**src/core/dcts_pkg.sv**
```systemverilog
// constants and types shared by the transfer sequencer and its helpers
// assumes a 16-bit data space and a 32-bit apb register window

package dcts_pkg;

  // ---------------------------------------------------------------
  // widths
  // ---------------------------------------------------------------
  localparam int AW = 16;
  localparam int DW = 16;
  localparam int PAW = 8;
  localparam int PDW = 32;
  localparam int SEL_W = 6;
  localparam int TRIG_COUNT = 64;

  // ---------------------------------------------------------------
  // register byte offsets
  // ---------------------------------------------------------------
  localparam logic [PAW-1:0] OFS_CTRL = 8'h00;
  localparam logic [PAW-1:0] OFS_INT = 8'h04;
  localparam logic [PAW-1:0] OFS_SRC = 8'h08;
  localparam logic [PAW-1:0] OFS_DST = 8'h0C;
  localparam logic [PAW-1:0] OFS_CNT = 8'h10;
  localparam logic [PAW-1:0] OFS_UPPER = 8'h14;
  localparam logic [PAW-1:0] OFS_LOWER = 8'h18;

  // ---------------------------------------------------------------
  // field positions
  // ---------------------------------------------------------------
  localparam int B_EN = 0;
  localparam int B_SIZE = 1;
  localparam int B_MODE_LO = 2;
  localparam int B_DAM_LO = 4;
  localparam int B_SAM_LO = 6;
  localparam int B_REQ = 8;
  localparam int B_RELOAD = 9;
  localparam int B_NULL_WRITE_MODE = 10;
  localparam int B_OVRUNIF = 3;
  localparam int B_DONEIF = 5;
  localparam int B_LOWIF = 6;
  localparam int B_HIGHIF = 7;
  localparam int B_SEL_LO = 8;
  localparam int B_BUFWF = 15;

  // ---------------------------------------------------------------
  // values
  // ---------------------------------------------------------------
  localparam logic [AW-1:0] SFR_END = 16'h0800;
  localparam logic [AW-1:0] CNT_RST = 16'h0001;
  localparam logic [AW-1:0] CNT_STEP = 16'h0001;
  localparam logic [AW-1:0] STEP_BYTE = 16'h0001;
  localparam logic [AW-1:0] STEP_WORD = 16'h0002;
  localparam logic [AW-1:0] LIMIT_RST = 16'h0000;

  typedef enum logic [1:0] {
    TM_ONESHOT = 2'h0,
    TM_REP_ONESHOT = 2'h1,
    TM_CONT = 2'h2,
    TM_REP_CONT = 2'h3
  } dcts_tmode_t;

  typedef enum logic [1:0] {
    AM_FIXED = 2'h0,
    AM_INC = 2'h1,
    AM_DEC = 2'h2,
    AM_PIA = 2'h3
  } dcts_amode_t;

  typedef enum logic [2:0] {
    ST_IDLE,
    ST_READ,
    ST_WRITE,
    ST_NULL_WRITE_MODE,
    ST_UPDATE
  } dcts_state_t;

endpackage

```
**src/core/dcts_addr_if.sv**
```systemverilog
// carrier between the sequencer and one address stepper
// assumes dcts_pkg is compiled first
`timescale 1ns/10ps

interface dcts_addr_if;
  import dcts_pkg::*;
  logic [AW-1:0] addr;
  logic [AW-1:0] next;
  dcts_amode_t mode;
  logic byte_mode;
  modport calc(input addr, input mode, input byte_mode, output next);
  modport user(output addr, output mode, output byte_mode, input next);
endinterface

```
**src/core/dcts_addr_step.sv**
```systemverilog
// next-address calculator for a source or destination pointer
// assumes the pointer register is held by the instantiating module
`timescale 1ns/10ps

module dcts_addr_step (
  dcts_addr_if.calc a
);
  import dcts_pkg::*;

  // ---------------------------------------------------------------
  // step by mode and size
  // ---------------------------------------------------------------
  logic [AW-1:0] step;

  always_comb begin
    step = a.byte_mode ? STEP_BYTE : STEP_WORD;
    unique case (a.mode)
      AM_INC: a.next = a.addr + step;
      AM_DEC: a.next = a.addr - step;
      AM_FIXED: a.next = a.addr;
      AM_PIA: a.next = a.addr;
    endcase
    // word transfers never leave the even byte lane
    if (!a.byte_mode) begin
      a.next[0] = 1'b0;
    end
  end

endmodule

```
**src/core/dcts_limit_chk.sv**
```systemverilog
// shared upper and lower address-limit comparator
// assumes both addresses are the ones just accessed, not the next ones
`timescale 1ns/10ps

module dcts_limit_chk (
  input wire logic [dcts_pkg::AW-1:0] src_addr,
  input wire logic [dcts_pkg::AW-1:0] dst_addr,
  input wire logic [dcts_pkg::AW-1:0] upper,
  input wire logic [dcts_pkg::AW-1:0] lower,
  output logic high_hit,
  output logic low_hit
);
  import dcts_pkg::*;

  logic [AW-1:0] acc [2];
  logic [1:0] hi;
  logic [1:0] lo;

  assign acc[0] = src_addr;
  assign acc[1] = dst_addr;

  for (genvar i = 0; i < 2; i++) begin : g_chk
    assign hi[i] = acc[i] > upper;
    // the sfr region below the lower limit stays reachable
    assign lo[i] = (acc[i] < lower) && (acc[i] >= SFR_END);
  end

  assign high_hit = |hi;
  assign low_hit = |lo;

endmodule

```
**src/core/dcts_sequencer.sv**
```systemverilog
// one dma channel: trigger select, buffered read/write, count and limits
// assumes an apb master for registers and a req/ack data-space port
`timescale 1ns/10ps

module dcts_sequencer #(
  parameter int N_TRIG = dcts_pkg::TRIG_COUNT
) (
  input wire logic CLK,
  input wire logic RESET,
  input wire logic PSEL,
  input wire logic PENABLE,
  input wire logic PWRITE,
  input wire logic [dcts_pkg::PAW-1:0] PADDR,
  input wire logic [dcts_pkg::PDW-1:0] PWDATA,
  output logic [dcts_pkg::PDW-1:0] PRDATA,
  output logic PREADY,
  output logic PSLVERR,
  input wire logic [N_TRIG-1:0] TRIGGERS,
  output logic MEM_REQ,
  output logic MEM_WE,
  output logic MEM_BYTE,
  output logic [dcts_pkg::AW-1:0] MEM_ADDR,
  output logic [dcts_pkg::DW-1:0] MEM_WDATA,
  input wire logic [dcts_pkg::DW-1:0] MEM_RDATA,
  input wire logic MEM_ACK
);
  import dcts_pkg::*;

  // ---------------------------------------------------------------
  // state
  // ---------------------------------------------------------------
  logic en_reg;
  logic size_reg;
  dcts_tmode_t mode_reg;
  dcts_amode_t sam_reg;
  dcts_amode_t dam_reg;
  logic req_reg;
  logic reload_reg;
  logic null_write_mode_reg;
  logic [SEL_W-1:0] sel_reg;
  logic highif_reg;
  logic lowif_reg;
  logic doneif_reg;
  logic ovrun_reg;
  logic [AW-1:0] src_reg;
  logic [AW-1:0] dst_reg;
  logic [AW-1:0] cnt_reg;
  logic [AW-1:0] src_save_reg;
  logic [AW-1:0] dst_save_reg;
  logic [AW-1:0] cnt_save_reg;
  logic restore_reg;
  logic [AW-1:0] upper_reg;
  logic [AW-1:0] lower_reg;
  dcts_state_t state_reg;
  logic [DW-1:0] buf_reg;
  logic bufwf_reg;
  logic trig_d_reg;
  logic pready_reg;
  logic pslverr_reg;
  logic [PDW-1:0] prdata_reg;
  logic mem_req_reg;
  logic mem_we_reg;
  logic mem_byte_reg;
  logic [AW-1:0] mem_addr_reg;
  logic [DW-1:0] mem_wdata_reg;

  logic apb_take;
  logic apb_wr;
  logic [PDW-1:0] rd_word;
  logic rd_err;
  logic trig_sel;
  logic hw_trig;
  logic busy;
  logic start;
  logic upd;
  logic [AW-1:0] cnt_dec;
  logic cnt_zero;
  logic repeated;
  logic continuous;
  logic high_hit;
  logic low_hit;
  logic violate;
  logic stop_en;
  logic wrap;
  logic again;
  logic [AW-1:0] rd_addr;

  // ---------------------------------------------------------------
  // apb slave: one wait state, answer registered
  // ---------------------------------------------------------------
  assign apb_take = PSEL && PENABLE && !pready_reg;
  assign apb_wr = PSEL && PENABLE && pready_reg && PWRITE;

  always_comb begin
    rd_word = '0;
    rd_err = 1'b0;
    unique case (PADDR)
      OFS_CTRL: begin
        rd_word[B_EN] = en_reg;
        rd_word[B_SIZE] = size_reg;
        rd_word[B_MODE_LO +: 2] = mode_reg;
        rd_word[B_DAM_LO +: 2] = dam_reg;
        rd_word[B_SAM_LO +: 2] = sam_reg;
        rd_word[B_REQ] = req_reg;
        rd_word[B_RELOAD] = reload_reg;
        rd_word[B_NULL_WRITE_MODE] = null_write_mode_reg;
      end
      OFS_INT: begin
        rd_word[B_BUFWF] = bufwf_reg;
        rd_word[B_SEL_LO +: SEL_W] = sel_reg;
        rd_word[B_HIGHIF] = highif_reg;
        rd_word[B_LOWIF] = lowif_reg;
        rd_word[B_DONEIF] = doneif_reg;
        rd_word[B_OVRUNIF] = ovrun_reg;
      end
      OFS_SRC: rd_word[AW-1:0] = src_reg;
      OFS_DST: rd_word[AW-1:0] = dst_reg;
      OFS_CNT: rd_word[AW-1:0] = cnt_reg;
      OFS_UPPER: rd_word[AW-1:0] = upper_reg;
      OFS_LOWER: rd_word[AW-1:0] = lower_reg;
      default: rd_err = 1'b1;
    endcase
  end

  always_ff @(posedge CLK) begin
    if (RESET) begin
      pready_reg <= 1'b0;
      pslverr_reg <= 1'b0;
      prdata_reg <= '0;
    end else begin
      pready_reg <= apb_take;
      pslverr_reg <= apb_take && rd_err;
      prdata_reg <= (apb_take && !PWRITE) ? rd_word : '0;
    end
  end

  assign PREADY = pready_reg;
  assign PSLVERR = pslverr_reg;
  assign PRDATA = prdata_reg;

  // ---------------------------------------------------------------
  // trigger and sequencing decisions
  // ---------------------------------------------------------------
  // the select only picks a line; addresses play no part in it
  assign trig_sel = TRIGGERS[sel_reg];
  assign hw_trig = trig_sel && !trig_d_reg;
  assign busy = state_reg != ST_IDLE;
  assign rd_addr = restore_reg ? src_save_reg : src_reg;
  assign start = (state_reg == ST_IDLE) && en_reg && req_reg;
  assign upd = state_reg == ST_UPDATE;
  assign cnt_dec = cnt_reg - CNT_STEP;
  assign cnt_zero = cnt_dec == '0;
  assign repeated = (mode_reg == TM_REP_ONESHOT) || (mode_reg == TM_REP_CONT);
  assign continuous = (mode_reg == TM_CONT) || (mode_reg == TM_REP_CONT);
  assign violate = high_hit || low_hit;
  assign stop_en = upd && ((cnt_zero && !repeated) || (!cnt_zero && violate));
  assign wrap = upd && cnt_zero && repeated;
  // a burst keeps going only while nothing stopped it
  assign again = upd && continuous && !cnt_zero && !violate && en_reg;

  always_ff @(posedge CLK) begin
    if (RESET) begin
      trig_d_reg <= 1'b0;
    end else begin
      trig_d_reg <= trig_sel;
    end
  end

  // ---------------------------------------------------------------
  // control register
  // ---------------------------------------------------------------
  always_ff @(posedge CLK) begin
    if (RESET) begin
      en_reg <= 1'b0;
      size_reg <= 1'b0;
      mode_reg <= TM_ONESHOT;
      sam_reg <= AM_FIXED;
      dam_reg <= AM_FIXED;
      reload_reg <= 1'b0;
      null_write_mode_reg <= 1'b0;
    end else if (apb_wr && PADDR == OFS_CTRL) begin
      en_reg <= stop_en ? 1'b0 : PWDATA[B_EN];
      size_reg <= PWDATA[B_SIZE];
      mode_reg <= dcts_tmode_t'(PWDATA[B_MODE_LO +: 2]);
      dam_reg <= dcts_amode_t'(PWDATA[B_DAM_LO +: 2]);
      sam_reg <= dcts_amode_t'(PWDATA[B_SAM_LO +: 2]);
      reload_reg <= PWDATA[B_RELOAD];
      null_write_mode_reg <= PWDATA[B_NULL_WRITE_MODE];
    end else if (stop_en) begin
      en_reg <= 1'b0;
    end
  end

  // request: a set from either source beats the end-of-burst clear
  always_ff @(posedge CLK) begin
    if (RESET) begin
      req_reg <= 1'b0;
    end else if (hw_trig || (apb_wr && PADDR == OFS_CTRL && PWDATA[B_REQ])) begin
      req_reg <= 1'b1;
    end else if (upd && !again) begin
      req_reg <= 1'b0;
    end else if (apb_wr && PADDR == OFS_CTRL) begin
      req_reg <= PWDATA[B_REQ];
    end
  end

  // ---------------------------------------------------------------
  // select and flags; hardware sets win over software writes
  // ---------------------------------------------------------------
  always_ff @(posedge CLK) begin
    if (RESET) begin
      sel_reg <= '0;
    end else if (apb_wr && PADDR == OFS_INT) begin
      sel_reg <= PWDATA[B_SEL_LO +: SEL_W];
    end
  end

  always_ff @(posedge CLK) begin
    if (RESET) begin
      highif_reg <= 1'b0;
      lowif_reg <= 1'b0;
      doneif_reg <= 1'b0;
      ovrun_reg <= 1'b0;
    end else begin
      if (upd && high_hit) begin
        highif_reg <= 1'b1;
      end else if (apb_wr && PADDR == OFS_INT) begin
        highif_reg <= PWDATA[B_HIGHIF];
      end
      if (upd && low_hit) begin
        lowif_reg <= 1'b1;
      end else if (apb_wr && PADDR == OFS_INT) begin
        lowif_reg <= PWDATA[B_LOWIF];
      end
      if (upd && cnt_zero) begin
        doneif_reg <= 1'b1;
      end else if (apb_wr && PADDR == OFS_INT) begin
        doneif_reg <= PWDATA[B_DONEIF];
      end
      if (hw_trig && busy) begin
        ovrun_reg <= 1'b1;
      end else if (apb_wr && PADDR == OFS_INT) begin
        ovrun_reg <= PWDATA[B_OVRUNIF];
      end
    end
  end

  // ---------------------------------------------------------------
  // addresses, count, saved copies and limits
  // ---------------------------------------------------------------
  dcts_addr_if src_if ();
  dcts_addr_if dst_if ();

  assign src_if.addr = src_reg;
  assign src_if.mode = sam_reg;
  assign src_if.byte_mode = size_reg;
  assign dst_if.addr = dst_reg;
  assign dst_if.mode = dam_reg;
  assign dst_if.byte_mode = size_reg;

  dcts_addr_step u_src_step (
    .a(src_if)
  );

  dcts_addr_step u_dst_step (
    .a(dst_if)
  );

  // one limit pair, shared by every access of the channel
  dcts_limit_chk u_limit (
    .src_addr(src_reg),
    .dst_addr(dst_reg),
    .upper(upper_reg),
    .lower(lower_reg),
    .high_hit(high_hit),
    .low_hit(low_hit)
  );

  always_ff @(posedge CLK) begin
    if (RESET) begin
      upper_reg <= LIMIT_RST;
      lower_reg <= LIMIT_RST;
    end else if (apb_wr && PADDR == OFS_UPPER) begin
      upper_reg <= PWDATA[AW-1:0];
    end else if (apb_wr && PADDR == OFS_LOWER) begin
      lower_reg <= PWDATA[AW-1:0];
    end
  end

  // hardware updates take the cycle; a register write in that cycle is lost
  always_ff @(posedge CLK) begin
    if (RESET) begin
      src_reg <= '0;
      dst_reg <= '0;
      cnt_reg <= CNT_RST;
      src_save_reg <= '0;
      dst_save_reg <= '0;
      cnt_save_reg <= CNT_RST;
      restore_reg <= 1'b0;
    end else if (start && restore_reg) begin
      src_reg <= src_save_reg;
      dst_reg <= dst_save_reg;
      cnt_reg <= cnt_save_reg;
      restore_reg <= 1'b0;
    end else if (wrap) begin
      src_reg <= src_save_reg;
      dst_reg <= dst_save_reg;
      cnt_reg <= cnt_save_reg;
    end else if (upd) begin
      src_reg <= src_if.next;
      dst_reg <= dst_if.next;
      cnt_reg <= cnt_dec;
      restore_reg <= cnt_zero && reload_reg;
    end else if (apb_wr && PADDR == OFS_SRC) begin
      src_reg <= PWDATA[AW-1:0];
      src_save_reg <= PWDATA[AW-1:0];
    end else if (apb_wr && PADDR == OFS_DST) begin
      dst_reg <= PWDATA[AW-1:0];
      dst_save_reg <= PWDATA[AW-1:0];
    end else if (apb_wr && PADDR == OFS_CNT) begin
      cnt_reg <= PWDATA[AW-1:0];
      cnt_save_reg <= PWDATA[AW-1:0];
    end
  end

  // ---------------------------------------------------------------
  // transfer engine on the data-space port
  // ---------------------------------------------------------------
  always_ff @(posedge CLK) begin
    if (RESET) begin
      state_reg <= ST_IDLE;
      buf_reg <= '0;
      bufwf_reg <= 1'b0;
      mem_req_reg <= 1'b0;
      mem_we_reg <= 1'b0;
      mem_byte_reg <= 1'b0;
      mem_addr_reg <= '0;
      mem_wdata_reg <= '0;
    end else begin
      unique case (state_reg)
        ST_IDLE: begin
          if (start) begin
            state_reg <= ST_READ;
            mem_req_reg <= 1'b1;
            mem_we_reg <= 1'b0;
            mem_byte_reg <= size_reg;
            mem_addr_reg <= rd_addr;
          end
        end
        ST_READ: begin
          if (MEM_ACK) begin
            state_reg <= ST_WRITE;
            buf_reg <= MEM_RDATA;
            bufwf_reg <= 1'b1;
            mem_we_reg <= 1'b1;
            mem_addr_reg <= dst_reg;
            mem_wdata_reg <= MEM_RDATA;
          end
        end
        ST_WRITE: begin
          if (MEM_ACK && null_write_mode_reg) begin
            state_reg <= ST_NULL_WRITE_MODE;
            mem_addr_reg <= src_reg;
            mem_wdata_reg <= buf_reg;
          end else if (MEM_ACK) begin
            state_reg <= ST_UPDATE;
            bufwf_reg <= 1'b0;
            mem_req_reg <= 1'b0;
            mem_we_reg <= 1'b0;
          end
        end
        ST_NULL_WRITE_MODE: begin
          if (MEM_ACK) begin
            state_reg <= ST_UPDATE;
            bufwf_reg <= 1'b0;
            mem_req_reg <= 1'b0;
            mem_we_reg <= 1'b0;
          end
        end
        ST_UPDATE: begin
          // continuous modes go straight back to the source read unless the count ends, a limit is hit or the channel is off
          if (again) begin
            state_reg <= ST_READ;
            mem_req_reg <= 1'b1;
            mem_byte_reg <= size_reg;
            mem_addr_reg <= src_if.next;
          end else begin
            state_reg <= ST_IDLE;
          end
        end
      endcase
    end
  end

  assign MEM_REQ = mem_req_reg;
  assign MEM_WE = mem_we_reg;
  assign MEM_BYTE = mem_byte_reg;
  assign MEM_ADDR = mem_addr_reg;
  assign MEM_WDATA = mem_wdata_reg;
endmodule

```
**config.mk**
```make
export PLATFORM = sky130hd
export DESIGN_NAME = dcts_sequencer
export DESIGN_NICKNAME = d
export VERILOG_FILES = /design/src/core/dcts_pkg.sv /design/src/core/dcts_addr_if.sv /design/src/core/dcts_addr_step.sv /design/src/core/dcts_limit_chk.sv /design/src/core/dcts_sequencer.sv
export SDC_FILE = /design/constraint.sdc
export NUM_CORES = 1
export LEC_CHECK = 0
export BUFFER_PORTS_ARGS = -buffer_cell sky130_fd_sc_hd__clkbuf_2
export CAP_MARGIN = 20
export CORE_ASPECT_RATIO = 1.25
export CORE_MARGIN = 2
export CORE_UTILIZATION = 50
export CTS_BUF_LIST = sky130_fd_sc_hd__clkbuf_8
export DETAILED_ROUTE_END_ITERATION = 6
export HOLD_SLACK_MARGIN = 0.03
export PLACE_DENSITY = 0.71
export SETUP_SLACK_MARGIN = 0.05
export SYNTH_ARGS = -nofsm -noshare
export SYNTH_HDL_FRONTEND = slang
export SYNTH_SLANG_ARGS = --single-unit
```
**constraint.sdc**
```tcl
create_clock -name CLK -period 3.76 [get_ports CLK]
set_clock_uncertainty 0.05 [all_clocks]
set_input_delay 0.188 -clock CLK [delete_from_list [all_inputs] [get_ports CLK]]
set_output_delay 0.188 -clock CLK [all_outputs]
set_load 0.01 [all_outputs]
```
After elaboration in Yosys (flattened, before gate mapping)
Cells that the tools add are included.

operators by class
  $add $sub $neg = 5
  magnitude comparators = 7
  equality and inequality tests = 28
  muxes and demuxes = 75
  bitwise gates (word level) = 7
  reduce and logical (&&, ||, !) cells = 91

operator list
  cell                     count
  $mux W16                 22
  $pmux W16 S2             2
  $pmux W16 S4             1
  $pmux W16 S3             1
  $pmux W6 S7              1
  $pmux W3 S6              2
  $logic_and A1 B1 Y1      35
  $add A16 B16 Y16         2
  $ge A16 B12 Y1 const B   2
  $gt A16 B16 Y1           2
  $lt A16 B16 Y1           2
  $sub A16 B16 Y16         2
  $mux W1                  31
  $eq A8 B5 Y1 const B     3
  $reduce_bool A4 Y1       6
  $reduce_and A3 Y1        6
  $eq A8 B4 Y1 const B     2
  $logic_not A16 Y1        1
  $sub A16 B1 Y16 const B  1
  $pmux W3 S5              1
  $reduce_bool A2 Y1       7
  $eq A2 B2 Y1 const B     6
  $mux W3                  4
  $pmux W1 S6              2
  other kinds (31)         69

word-level totals
  flip-flop bits (word level) = 240
  output and inout bits = 69

Logic depth before layout (Yosys ltp)
  depth after elaboration = 11
  depth in mapped cells = 15
  depth with buffers taken out = 13

Hierarchy
A second synthesis with hierarchy kept.

second synthesis, totals
  cells, all modules = 2039
  area total of the unflattened synthesis = 15531.1 µm²

modules (own cells, without submodules)
  module          instances  cells an instance  area an instance (µm²)
  dcts_sequencer  1          1462               11621.1
  dcts_addr_step  2          191                1226.2
  dcts_limit_chk  1          195                1457.6

Worst setup path before layout
Ideal clock, no wire load.

  path type = register to register
  start = reg sam_reg[0]
  end = reg src_reg[15], in the netlist src_if.addr[15]
  arrival time = 3.243 ns
  data required time = 3.618 ns
  slack = 0.375 ns
  cell stages (with the launch flop) = 14
  buffers on the path = 0
  clock period less this slack = 3.385 ns
  cells stage by stage = dfxtp_1 > inv_1 > ha_1 > and2_1 > ha_1 > nor2b_1 > o2111ai_1 > a211oi_1 > or3_1 > and3_1 > nor3_1 > xor2_1 > o41a_1 > o32ai_1

on the way
  longest elaborated chain between the ends = 6

RTL lines
  element                                                  line                   text
  from (decl)                                              dcts_sequencer.sv:35   dcts_amode_t sam_reg;
  from (signal assigned)                                   dcts_sequencer.sv:186  sam_reg <= dcts_amode_t'(PWDATA[B_SAM_LO +: 2]);
  $eq A2 B2 Y1 / $logic_not A2 Y1 (equally long branches)  dcts_addr_step.sv:17   unique case (a.mode)
  $reduce_or A2 Y1 (no source line)                        -
  $pmux W16 S3 *                                           dcts_addr_step.sv:17
  $mux W16 *                                               dcts_sequencer.sv:309  end else if (upd) begin
  $mux W16 *                                               dcts_sequencer.sv:305  end else if (wrap) begin
  $mux W16 *                                               dcts_sequencer.sv:300  end else if (start && restore_reg) begin
  to (signal assigned)                                     dcts_sequencer.sv:301  src_reg <= src_save_reg;
  to (signal assigned)                                     dcts_sequencer.sv:306  src_reg <= src_save_reg;
  to (signal assigned)                                     dcts_sequencer.sv:310  src_reg <= src_if.next;
  to (decl)                                                dcts_sequencer.sv:45   logic [AW-1:0] src_reg;

Every way passes the cells marked *; elsewhere a longest branch is shown, timed or not.
A chain may end at the register's enable or synchronous reset.

Worst setup path in the final report
  start = reg cnt_reg[0]
  end = reg dst_reg[10], in the netlist dst_if.addr[10]

on the way
  longest elaborated chain between the ends = 6

RTL lines
  element                                                                line                   text
  from (decl)                                                            dcts_sequencer.sv:47   logic [AW-1:0] cnt_reg;
  from (signal assigned)                                                 dcts_sequencer.sv:303  cnt_reg <= cnt_save_reg;
  from (signal assigned)                                                 dcts_sequencer.sv:308  cnt_reg <= cnt_save_reg;
  from (signal assigned)                                                 dcts_sequencer.sv:312  cnt_reg <= cnt_dec;
  $sub A16 B1 Y16 *                                                      dcts_sequencer.sv:151  assign cnt_dec = cnt_reg - CNT_STEP;
  $logic_not A16 Y1 *                                                    dcts_sequencer.sv:152  assign cnt_zero = cnt_dec == '0;
  $logic_and A1 B1 Y1 * (2 in series)                                    dcts_sequencer.sv:157  assign wrap = upd && cnt_zero && repeated;
  $ne A4 B2 Y1 (no source line) (tied with other cells)                  -
  $reduce_and A3 Y1 (no source line) / $mux W16 (equally long branches)  -
  to (signal assigned)                                                   dcts_sequencer.sv:302  dst_reg <= dst_save_reg;
  to (signal assigned)                                                   dcts_sequencer.sv:307  dst_reg <= dst_save_reg;
  to (signal assigned)                                                   dcts_sequencer.sv:311  dst_reg <= dst_if.next;
  to (decl)                                                              dcts_sequencer.sv:46   logic [AW-1:0] dst_reg;

Marked as above.

==> results.md <==
- Vias: 14300
- Max Fanout on Critical Path: 15
- Diode count: 0
- Clk_lat worst skew: 0.57 ns
- Min Clock Period, post-route: 3.46 ns
- Worst slew margin: 0.350
- NumNets Final: 2168
- Sink Count: 224
- GR Layer Usage met1: 0.425
- Die area: 0.0299 mm2
- Finished Layout Cells: 2331
- Total grt overflow: 0
- Cell count after synthesis: 1782
- Worst hold path type: input port to register
- FF-to-FF setup slack: 0.30 ns
- Largest net degree at the start of global routing: 73
- Most Crowded Layer GR: met2
- Initial antenna violation count: 0
- Vias per cell: 6.15
- Place WS: 0.161 ns
- Top FF cell, synth: dfxtp_1
- #FFs+latches synth: 224
- Kind of end point of the critical path: register
- Total power: 5.08 mW
- GP Congestion: 1.03
- Post-DP HPWL: 38000 um
- Final worst setup slack: 0.302 ns
- Die width: 155 um
- Met3 Use GR: 0.0656
- Port bufs: 162
- Share of the synthesized area in the top cell type: 0.314
- Clock root cell: clkbuf_8
- Post-route DRC: 0
- Crit start category: register
- Final setup fails: 0
- Design area: 0.0166 mm2
- Top-count cell post-synth: nand2_1
- Routed length per instance: 22.1 um
- Worst-path clk slew: 0.07 ns
- Ranking of synthesized cells by area: dfxtp_1 (31%), ha_1 (8.3%), nand2_1 (8.1%), a21oi_1 (7.0%), a211oi_1 (4.4%)
- TritonRoute pass-1 iters: 6
- Share of synthesized registers carrying an async set or reset: 0
- TritonCTS Buffers: 39
- CP max stage delay: 0.43 ns
- Synth unique cells: 82
- Layout area overhead: 16.3%
- Fin crit share: 0.920
- # rows: 69
- Met2 usage: 0.548
- Post-Route Setup TNS: 0 ns
- Type of the worst setup path: register to register
- Critical-path cell list: inv_1 > ha_2 > nand2_1 > or4_4 > a2111oi_4 > and4b_4 > a31oi_4 > buf_4 > a31oi_2 > buf_4 > o22ai_1 > nor3_1
- Final Max Slew Viols: 0
- RSZ-0062 raised after global routing: false
- Top cells by count, synth: nand2_1 (309), dfxtp_1 (224), a21oi_1 (199), nor2_1 (153), clkbuf_1 (100)
- Measured slew at the worst slew-check pin: 0.976 ns
- Detail Route Antenna Nets: 0
- WP data arrival: 3.87 ns
- Post-Syn Area: 0.0143 mm2
- Share of layout cells above drive strength 1: 0.177
- First-pass GRT wire length: 78600 um
- DRT iter0 DRCs: 1527
- CP Data Required Time: 4.18 ns
- VDD IR-drop max: 0.362 mV
- Post-synth EDFFs: 0
- Status: finished clean
- Initial Utilization: 0.505
- Total core area: 0.0282 mm2
- Final WL: 51400 um
- DP Cell Count: 2228
- # Post-CTS Setup Buffers: 0
- Pwr per Cell Area: 306 mW/mm2
- I/O Pins: 195
- Vias in the first global route: 13600
- Max Clk Rate: 289 MHz
- Slowest CP cell: or4_4
- Overall global routing resource usage: 0.342
- CTS tree: yes
- Final hold violation count: 0
- Max-Cap Viols: 0
- Leak Pwr: 6.49 nW
- Clock tree buffer depth: 3
- Die height: 193 um
- Mean Syn Cell Area: 8.00 um2
- Area after DPL: 0.0154 mm2
- YS warnings: 0
- Synth area leader: dfxtp_1
- Register area share after synthesis: 0.314
- Worst path most repeated cell: buf_4
- H-tree depth: 2
per-stage QoR:
stage	hold WS, ns	utilization
finish	0.0561	0.588
global route	0.0652	0.588
CTS	0.0324	0.587
detailed placement	0.381	0.546
global placement	0.374	0.546
floorplan	0.274	-
per-layer routing:
layer | vias up | part of all wire
met1 | 6748 | 0.40
met4 | 0 | 0.066
met2 | 650 | 0.45
met3 | 171 | 0.081
li1 | 6756 | -
met5 | - | 0
worst max-delay path, delay by kind of cell, from the launching register on:
family | cells | cell delay [ns]
flip-flops | 1 | 0.40
AO/OA/AOI/OAI | 4 | 0.88
adder cells (fa/ha/maj) | 1 | 0.26
AND/OR/NAND/NOR | 4 | 1.09
buffers and inverters | 3 | 0.64
kinds of logic (layout without fill, tap and decap cells):
group / Yosys count / count (layout) / synth area share
AO/OA/AOI/OAI: 519 / 519 / 0.248
XOR/XNOR: 37 / 37 / 0.0227
adder cells (fa/ha/maj): 98 / 98 / 0.0868
buffers and inverters: 198 / 377 / 0.0607
flip-flops: 224 / 224 / 0.314
multiplexers: 80 / 80 / 0.0748
other: 1 / 16 / 0.000263
AND/OR/NAND/NOR: 625 / 625 / 0.192
path summary, 6_finish.rpt:
| check | from | end | cells after the start |
|---|---|---|---|
| worst max-delay path | cnt_reg[0]$_SDFFE_PP1P_ | dst_if.addr[10]$_SDFFE_PP0P_ | 12 |
| worst min-delay path | RESET | dst_save_reg[2]$_SDFFE_PP0P_ | 2 |
| worst min register to register | dst_save_reg[11]$_SDFFE_PP0P_ | dst_save_reg[11]$_SDFFE_PP0P_ | 2 |
| worst max register to register | cnt_reg[0]$_SDFFE_PP1P_ | dst_if.addr[10]$_SDFFE_PP0P_ | 12 |
layout by cell type (no fill, tap or decap), drive strengths merged, types with 23 or more instances in the layout:
cell | synthesis | final
nand2 | 309 | 309
dfxtp | 224 | 224
clkbuf | 107 | 213
a21oi | 199 | 199
nor2 | 155 | 155
ha | 95 | 95
a211oi | 93 | 93
buf | 46 | 68
inv | 45 | 58
mux2i | 56 | 56
nor3 | 38 | 38
o21ai | 33 | 33
o211ai | 33 | 33
dlygate4sd3 | 0 | 31
nand3 | 30 | 30
a221oi | 24 | 24
xnor2 | 23 | 23
cell type report:
cell class                      instances  area (um2)
Clock buffer                           52         716
Clock inverter                         20         120
Fill cell                            2574       11600
Inverter                               45         169
Multi-Input combinational cell       1375        9010
Sequential cell                       224        4480
Tap cell                              355         444
Timing Repair Buffer                  260        1640
what timing repair did:
item | in CTS | in global routing
hold buffers | 31 | 0
setup endpoints to repair | 0 | 5
resized for setup | 0 | 5
endpoints found under the hold margin | 86 | 0
power breakdown:
group	internal, mW	leakage, nW	switching [mW]
clock	1.31	0.476	1.08
sequential	2.38	1.80	0.00280
combinational	0.116	4.21	0.191
total	3.80	6.49	1.28
(Power assumes the default switching activity.)
